[config.mk]
export PLATFORM = sky130hd
export DESIGN_NAME = adio_port
export DESIGN_NICKNAME = d
export VERILOG_FILES = /design/src/design/adio_pkg.sv /design/src/design/adio_port.sv
export SDC_FILE = /design/constraint.sdc
export NUM_CORES = 1
export LEC_CHECK = 0
export ABC_AREA = 1
export BUFFER_PORTS_ARGS = -buffer_cell sky130_fd_sc_hd__clkbuf_2
export CAP_MARGIN = 20
export CORE_UTILIZATION = 60
export CTS_BUF_LIST = sky130_fd_sc_hd__clkbuf_4
export DETAILED_ROUTE_END_ITERATION = 10
export PLACE_DENSITY = 0.82
export SLEW_MARGIN = 10
export SYNTH_ARGS = -nofsm -noshare
export SYNTH_HDL_FRONTEND = slang
export SYNTH_SLANG_ARGS = --single-unit
[constraint.sdc]
create_clock -name pclk -period 4.4 [get_ports pclk]
set_clock_uncertainty 0.15 [all_clocks]
set_input_delay 0.88 -clock pclk [delete_from_list [all_inputs] [get_ports pclk]]
set_output_delay 0.88 -clock pclk [all_outputs]
set_load 0.005 [all_outputs]
[src/design/adio_pkg.sv]
// Constants, types and register map of the auxiliary digital I/O port
// Summary of operation
// - Three input levels readable one by index, or all when index is zero
// - Rising and falling edge of each input separately enabled, pulse an action
// - New level must hold for filter time, 0 to 1000 ms, before an event
// - Filter time zero raises the edge event at once
// - Filter times reset to zero
// - Two outputs, each selecting low, high or one of six status sources
// - Output enabled, single phase phase_flag_a and fault each drive one
// - Transient active, program running and remote mode each drive one
// - Polarity bit one inverts the selected source before the pin
// - Software reads back the level actually driven on each output pin
// - Remote enable bit is writable and readable
// - Remote inhibit bit is writable and readable
// - Relay change strobe option pulses the function strobe on relay change
// - Program change strobe option pulses the strobe on setting change
// - Transient strobe option pulses the strobe when a transient starts
package adio_pkg;
  localparam int          NUM_IN     = 3;
  localparam int          NUM_OUT    = 2;
  localparam int          FILT_W     = 10;
  localparam logic [9:0]  FILT_MAX   = 10'h3E8;
  localparam logic [9:0]  FILT_RST   = 10'h000;
  localparam int          CLK_NS     = 10;
  localparam int          TICK_NS    = 1000000;
  localparam int          TICK_CYC   = TICK_NS / CLK_NS;
  localparam int          TICK_W     = 17;

  localparam logic [7:0] OFS_CTRL    = 8'h00;
  localparam logic [7:0] OFS_IN_LVL  = 8'h04;
  localparam logic [7:0] OFS_IN_IDX  = 8'h08;
  localparam logic [7:0] OFS_FILT0   = 8'h0C;
  localparam logic [7:0] OFS_OUT_CFG = 8'h18;
  localparam logic [7:0] OFS_OUT_LVL = 8'h1C;
  localparam logic [7:0] OFS_IRQ_STS = 8'h20;
  localparam logic [7:0] OFS_IRQ_MSK = 8'h24;
  localparam logic [7:0] OFS_EDGE_EN = 8'h28;

  localparam int B_REM_EN  = 0;
  localparam int B_REM_INH = 1;
  localparam int B_STB_REL = 4;
  localparam int B_STB_PRG = 5;
  localparam int B_STB_TRN = 6;
  localparam int OCFG_STRIDE = 8;
  localparam int OCFG_INV  = 4;
  localparam int IRQ_FALL  = 3;
  localparam int IRQ_STB   = 6;

  localparam logic [6:0]  CTRL_RST   = 7'h00;
  localparam logic [15:0] OCFG_RST   = 16'h0302;
  localparam logic [6:0]  EDGE_RST   = 7'h00;
  localparam logic [6:0]  IRQ_RST    = 7'h00;

  typedef enum logic [2:0] {
    ADIO_SRC_LOW, ADIO_SRC_HIGH, ADIO_SRC_OUTEN, ADIO_SRC_PHASE_FLAG_A,
    ADIO_SRC_FAULT, ADIO_SRC_TRANS, ADIO_SRC_PROG, ADIO_SRC_REMOTE
  } adio_src_t;

  typedef struct packed {
    logic out_enabled;
    logic phase_flag_a;
    logic fault;
    logic transient_active;
    logic program_running;
    logic remote_mode;
  } adio_status_t;

  typedef struct packed {
    logic relay_change;
    logic program_change;
    logic transient_start;
  } adio_trig_t;

  typedef struct packed {
    logic [NUM_IN-1:0]             s1;
    logic [NUM_IN-1:0]             s2;
    logic [NUM_IN-1:0]             s3;
    logic [NUM_IN-1:0]             lvl;
    logic [NUM_IN-1:0][FILT_W-1:0] cnt;
    logic [NUM_IN-1:0][FILT_W-1:0] filt;
    logic [TICK_W-1:0]             tick_cnt;
    logic                          tick;
    logic [6:0]                    ctrl;
    logic [1:0]                    idx;
    logic [15:0]                   ocfg;
    logic [6:0]                    edge_en;
    logic [6:0]                    sts;
    logic [6:0]                    msk;
    logic [NUM_OUT-1:0]            dout;
    logic [NUM_IN-1:0]             rise;
    logic [NUM_IN-1:0]             fall;
    logic                          strobe;
    logic                          irq;
    logic                          pready;
    logic                          pslverr;
    logic [31:0]                   prdata;
  } adio_state_t;
endpackage : adio_pkg

[src/design/adio_port.sv]
// APB controlled auxiliary digital I/O port with filtered inputs
`timescale 1ns/1ps
module adio_port
  import adio_pkg::*;
#(
  parameter int TICK_CYCLES = TICK_CYC
) (
  input  wire logic               pclk,
  input  wire logic               presetn,
  input  wire logic               psel,
  input  wire logic               penable,
  input  wire logic               pwrite,
  input  wire logic [7:0]         paddr,
  input  wire logic [31:0]        pwdata,
  output logic      [31:0]        prdata,
  output logic                    pready,
  output logic                    pslverr,
  input  wire logic [NUM_IN-1:0]  din,
  input  wire adio_status_t       status,
  input  wire adio_trig_t         trig,
  output logic      [NUM_OUT-1:0] dout,
  output logic      [NUM_IN-1:0]  rise_action,
  output logic      [NUM_IN-1:0]  fall_action,
  output logic                    func_strobe,
  output logic                    remote_enable,
  output logic                    remote_inhibit,
  output logic                    irq
);

  adio_state_t r;
  adio_state_t next_r;

  function automatic logic src_level(input adio_src_t s,
                                     input adio_status_t st);
    logic v;
    v = 1'b0;
    unique case (s)
      ADIO_SRC_LOW:    v = 1'b0;
      ADIO_SRC_HIGH:   v = 1'b1;
      ADIO_SRC_OUTEN:  v = st.out_enabled;
      ADIO_SRC_PHASE_FLAG_A:   v = st.phase_flag_a;
      ADIO_SRC_FAULT:  v = st.fault;
      ADIO_SRC_TRANS:  v = st.transient_active;
      ADIO_SRC_PROG:   v = st.program_running;
      ADIO_SRC_REMOTE: v = st.remote_mode;
    endcase
    return v;
  endfunction : src_level

  function automatic logic is_filt(input logic [7:0] a,
                                   output logic [1:0] n);
    logic hit;
    hit = 1'b0;
    n   = 2'h0;
    for (int i = 0; i < NUM_IN; i++) begin
      if (a == OFS_FILT0 + 8'(4 * i)) begin
        hit = 1'b1;
        n   = 2'(i);
      end
    end
    return hit;
  endfunction : is_filt

  always_comb begin
    logic              wr;
    logic              setup;
    logic              fhit;
    logic [1:0]        fn;
    logic [6:0]        ev;
    logic [FILT_W-1:0] nc;
    logic [7:0]        oc;
    next_r = r;
    wr     = psel && penable && r.pready && pwrite;
    setup  = psel && !penable;
    fhit   = is_filt(paddr, fn);
    ev     = 7'h00;
    nc     = '0;
    oc     = 8'h00;

    // Millisecond tick shared by all three filters
    next_r.tick = 1'b0;
    if (r.tick_cnt == TICK_W'(TICK_CYCLES - 1)) begin
      next_r.tick_cnt = '0;
      next_r.tick     = 1'b1;
    end else begin
      next_r.tick_cnt = r.tick_cnt + 1'b1;
    end

    // Only s2 and s3 are compared; s1 may be metastable
    next_r.s1 = din;
    next_r.s2 = r.s1;
    next_r.s3 = r.s2;
    next_r.rise = '0;
    next_r.fall = '0;
    for (int i = 0; i < NUM_IN; i++) begin
      nc = r.cnt[i] + 1'b1;
      if (r.s2[i] == r.s3[i] && r.s3[i] != r.lvl[i]) begin
        if (r.filt[i] == '0) begin
          next_r.lvl[i] = r.s3[i];
          next_r.cnt[i] = '0;
        end else if (r.tick) begin
          if (nc >= r.filt[i]) begin
            next_r.lvl[i] = r.s3[i];
            next_r.cnt[i] = '0;
          end else begin
            next_r.cnt[i] = nc;
          end
        end
      end else if (r.s3[i] == r.lvl[i]) begin
        // A pulse shorter than the filter restarts the hold count
        next_r.cnt[i] = '0;
      end
      if (next_r.lvl[i] != r.lvl[i]) begin
        next_r.rise[i] = next_r.lvl[i] & r.edge_en[i];
        next_r.fall[i] = ~next_r.lvl[i] & r.edge_en[i + 4];
        ev[i]            = next_r.lvl[i] & r.edge_en[i];
        ev[i + IRQ_FALL] = ~next_r.lvl[i] & r.edge_en[i + 4];
      end
    end

    // Function strobe from the three enabled triggers
    next_r.strobe = (trig.relay_change    && r.ctrl[B_STB_REL]) ||
                    (trig.program_change  && r.ctrl[B_STB_PRG]) ||
                    (trig.transient_start && r.ctrl[B_STB_TRN]);
    ev[IRQ_STB] = next_r.strobe;

    for (int k = 0; k < NUM_OUT; k++) begin
      oc = r.ocfg[k * OCFG_STRIDE +: 8];
      next_r.dout[k] = src_level(adio_src_t'(oc[2:0]), status)
                       ^ oc[OCFG_INV];
    end

    // APB: no wait state, answer registered during setup
    next_r.pready  = setup;
    next_r.pslverr = 1'b0;
    if (setup) begin
      next_r.prdata  = 32'h0000_0000;
      next_r.pslverr = 1'b0;
      unique case (paddr)
        OFS_CTRL:    next_r.prdata = {25'h0, r.ctrl};
        OFS_IN_LVL:  next_r.prdata = {29'h0, r.s3};
        OFS_IN_IDX: begin
          if (r.idx == 2'h0) begin
            next_r.prdata = {29'h0, r.s3};
          end else begin
            next_r.prdata = {28'h0, r.idx, 1'b0,
                             r.s3[r.idx - 2'h1]};
          end
        end
        OFS_OUT_CFG: next_r.prdata = {16'h0, r.ocfg};
        OFS_OUT_LVL: next_r.prdata = {30'h0, r.dout};
        OFS_IRQ_STS: next_r.prdata = {25'h0, r.sts};
        OFS_IRQ_MSK: next_r.prdata = {25'h0, r.msk};
        OFS_EDGE_EN: next_r.prdata = {25'h0, r.edge_en};
        default: begin
          if (fhit) begin
            next_r.prdata = {22'h0, r.filt[fn]};
          end else begin
            next_r.pslverr = 1'b1;
          end
        end
      endcase
    end
    // Error response stands only in the access cycle, beside pready

    if (wr) begin
      unique case (paddr)
        OFS_CTRL:    next_r.ctrl = pwdata[6:0];
        OFS_IN_IDX: begin
          // Index 0 selects all, 1 to 3 a single input
          next_r.idx = pwdata[1:0];
        end
        OFS_OUT_CFG: next_r.ocfg = pwdata[15:0] & 16'h1F1F;
        OFS_IRQ_STS: next_r.sts = r.sts & ~pwdata[6:0];
        OFS_IRQ_MSK: next_r.msk = pwdata[6:0];
        OFS_EDGE_EN: next_r.edge_en = pwdata[6:0] & 7'h77;
        default: begin
          // Out of range filter times saturate at the maximum
          if (fhit) begin
            next_r.filt[fn] = (pwdata[31:10] != '0 ||
                               pwdata[9:0] > FILT_MAX) ?
                              FILT_MAX : pwdata[9:0];
          end
        end
      endcase
    end
    // Set beats a simultaneous write-one-to-clear
    next_r.sts = next_r.sts | ev;
    next_r.irq = |(next_r.sts & next_r.msk);
  end

  always_ff @(posedge pclk or negedge presetn) begin
    if (!presetn) begin
      r          <= '0;
      r.filt     <= {NUM_IN{FILT_RST}};
      r.ctrl     <= CTRL_RST;
      r.ocfg     <= OCFG_RST;
      r.edge_en  <= EDGE_RST;
      r.sts      <= IRQ_RST;
      r.msk      <= IRQ_RST;
    end else begin
      r <= next_r;
    end
  end

  assign prdata         = r.prdata;
  assign pready         = r.pready;
  assign pslverr        = r.pslverr;
  assign dout           = r.dout;
  assign rise_action    = r.rise;
  assign fall_action    = r.fall;
  assign func_strobe    = r.strobe;
  assign remote_enable  = r.ctrl[B_REM_EN];
  assign remote_inhibit = r.ctrl[B_REM_INH];
  assign irq            = r.irq;

endmodule : adio_port

==> results.toml <==
[status]
outcome = "complete, no violations"

[grt]
use_met3_pct = 6.00
first_global_vias = 6846
antenna_found_initial = 0
grt_pass1_wl_um = 33700
gr-total-overflow = 0
grtUsageMet2_pct = 44.4
grt_busiest_layer = "met2"
grt_max_degree = 86
gr-usage-all-layers_pct = 29.2
met1_usage_pct = 41.7

[routing]
vias = 7531
dr.pass1.iters = 7
wirelength_um = 20800
drtIter0Drc = 636
drt-wirelength-per-cell_um = 15.0
drtAntennaViolNets = 0
drc_errors = 0
drt-vias-per-instance = 5.45

[sta]
setup_tns_ns = 0
finalCritPeriodShare_pct = 68.0
clock.fmax_mhz = 334
tightestPinTransition_ns = 1.00
slew_headroom_pct = 33.0
hold_viol_final = 0
worst_hold_slack_ns = 0.203
drv_slew = 0
rsz0062_at_grt = "no"
setup_viol_count_final = 0
period_needed_ns = 2.99

[yosys]
async_flop_share_pct = 100
synth_top_cell_area_share_pct = 42.3
synth.top_cells.by_area = "dfrtp_1 (42%), nand2_1 (10%), inv_1 (7.4%), ha_1 (4.9%), nand3_1 (3.8%)"
yosys_warnings = 0
synth.most_common_cell = "nand2_1"
synth.top_cells.by_count = "nand2_1 (248), inv_1 (177), dfrtp_1 (151)"
yosys.area.top_type = "dfrtp_1"
yosysSeqAreaShare_pct = 43.2
synthDistinctLibCells = 46
synthFlopType = "dfrtp_1"
synth_cells = 1121
avgSynthCellArea_um2 = 7.96
netlist_area_um2 = 8930
synth-edff-count = 0
ys_ff_latch = 154

[place]
dp_cells = 1349
gp_congestion = 0.915
port_buffers = 83
dp_hpwl_um = 15900

[clock_network]
cts_hold_buffers = 0
cts_max_path_buffers = 2
cts.reportedPaths.clkPinSlew_ns = 0.16
cts-resized-gates = 0
numClockSinks = 154
cts_root_buf = "clkbuf_4"
numCtsBuffers = 17
cts_tree = "yes"
post_cts_buffers = 0
cts_max_level = 4
clk_latency_ns = 0.58

[worst_setup_path]
worst_setup_path_end_kind = "register"
crit_slowest_cell = "dfrtp_1"
reg2reg_from = "r[151]"
cp-startpoint = "r[151]"
cp-start-kind = "register"
critPathMaxStageDelay_ns = 0.44
critical_path.cell_chain = "inv_1, nor4_1, nand2_1, xor2_1, inv_1, ha_1, nand2_1, inv_1, nand2_1, nand2_1, nand2_1, nand4_1, nor2_1, nand2_1, o21ai_0"
cp_top_family = "simple AND/OR/NAND/NOR gates"
worstSetupPathType = "register to register"
cp.arrival_ns = 3.33
cp.required_ns = 4.74
path_buf_inv = 3
path_common_cell = "nand2_1"
path_max_fanout = 8
reg2reg_setup_slack_ns = 1.41

[pwr]
ir_drop_v = 0.000346
leakage_nw = 4.97
power.density_nw_per_um2 = 274

[die]
ios = 103
start_util_pct = 61.4
dieArea_um2 = 15400
num_rows = 44
fp.dieH_um = 124
fp.coreArea_um2 = 14500
fp.dieW_um = 124

[min_path]
hp-class = "input pin to asynchronous set/reset pin"

[run]
max_cap_violations = 0

[final_layout]
fin_cells = 1381
insertedDiodeCount = 0
utilization_pct = 65.5
nNetsFinal = 1276
synthToLayoutAreaGrowth_pct = 6.69
drive_gt1_share_pct = 13.4
per-stage QoR:
stage | cell area (µm²) | total power [mW] | setup WS (ns)
global placement | 9230 | 1.73 | 1.54
floorplan | 8990 | 1.65 | 1.84
global route | 9520 | 2.72 | 0.993
detailed placement | 9230 | 1.74 | 1.43
CTS | 9520 | 2.62 | 1.41
finish | 9520 | 2.61 | 1.41
flip-flops by register name, indices dropped and copies added (netlist names), 2 cells and up:
signal / cells
rise_action: 3
r: 121
fall_action: 3
prdata: 13
next_r: 6
dout: 2
cells by family (layout without fill, tap and decap cells):
| family | count (synthesis) | after routing | synth area share, % |
|---|---|---|---|
| DFF | 154 | 154 | 43.2 |
| adders and majority gates | 35 | 35 | 4.91 |
| muxes | 1 | 1 | 0.126 |
| AOI/OAI and AO/OA | 197 | 197 | 12.3 |
| and+or+nand+nor | 459 | 459 | 23.6 |
| buffers and inverters | 241 | 299 | 12.6 |
| xor gates and xnor gates | 33 | 33 | 3.24 |
| other | 1 | 19 | 0.0420 |
routing by layer:
metal | routed length, µm | share of wire [%] | vias to the layer above
met2 | 9430 | 45 | 253
met5 | 0 | 0 | -
li1 | - | - | 3721
met3 | 1290 | 6.2 | 34
met4 | 435 | 2.1 | 0
met1 | 9600 | 46 | 3523
cell usage in the layout (no fill, tap or decap), types with 4 or more instances in the layout:
| master | count |
|---|---|
| o21ai_0 | 66 |
| nand3_1 | 67 |
| nor2_4 | 6 |
| nor2_1 | 69 |
| o21ai_1 | 46 |
| a21oi_1 | 37 |
| inv_2 | 6 |
| inv_6 | 4 |
| o22ai_1 | 16 |
| clkbuf_2 | 82 |
| nand4_1 | 20 |
| nor4_1 | 15 |
| dfrtp_1 | 151 |
| inv_1 | 177 |
| o211ai_1 | 10 |
| nor2_2 | 4 |
| nand2_1 | 248 |
| xor2_1 | 30 |
| conb_1 | 19 |
| o21ai_2 | 5 |
| clkbuf_4 | 17 |
| nor3_2 | 4 |
| nand3_4 | 4 |
| nor3_1 | 6 |
| ha_1 | 35 |
| nand2_2 | 7 |
area by class of cell:
class / instances / area (µm²)
fill: 1277 / 5010
multi-input combinational: 744 / 4020
sequential: 154 / 3860
inverter: 183 / 687
timing repair buffer: 84 / 442
tap: 184 / 230
clock inverter: 15 / 164
clock buffer: 17 / 128
final timing paths:
kind,endpoint,cells after the start
setup / recovery,r[148],15
hold / removal,r[76],1
setup reg to reg,r[148],15
hold reg to reg,next_r[172],0
max in group asynchronous,rise_action[0],2
min in group pclk,next_r[172],0
power by group:
| group | switching [mW] | internal [mW] |
|---|---|---|
| combinational | 0.170 | 0.0716 |
| sequential | 0.0257 | 1.44 |
| clock | 0.554 | 0.349 |
Power figures use the tool's default switching activity.
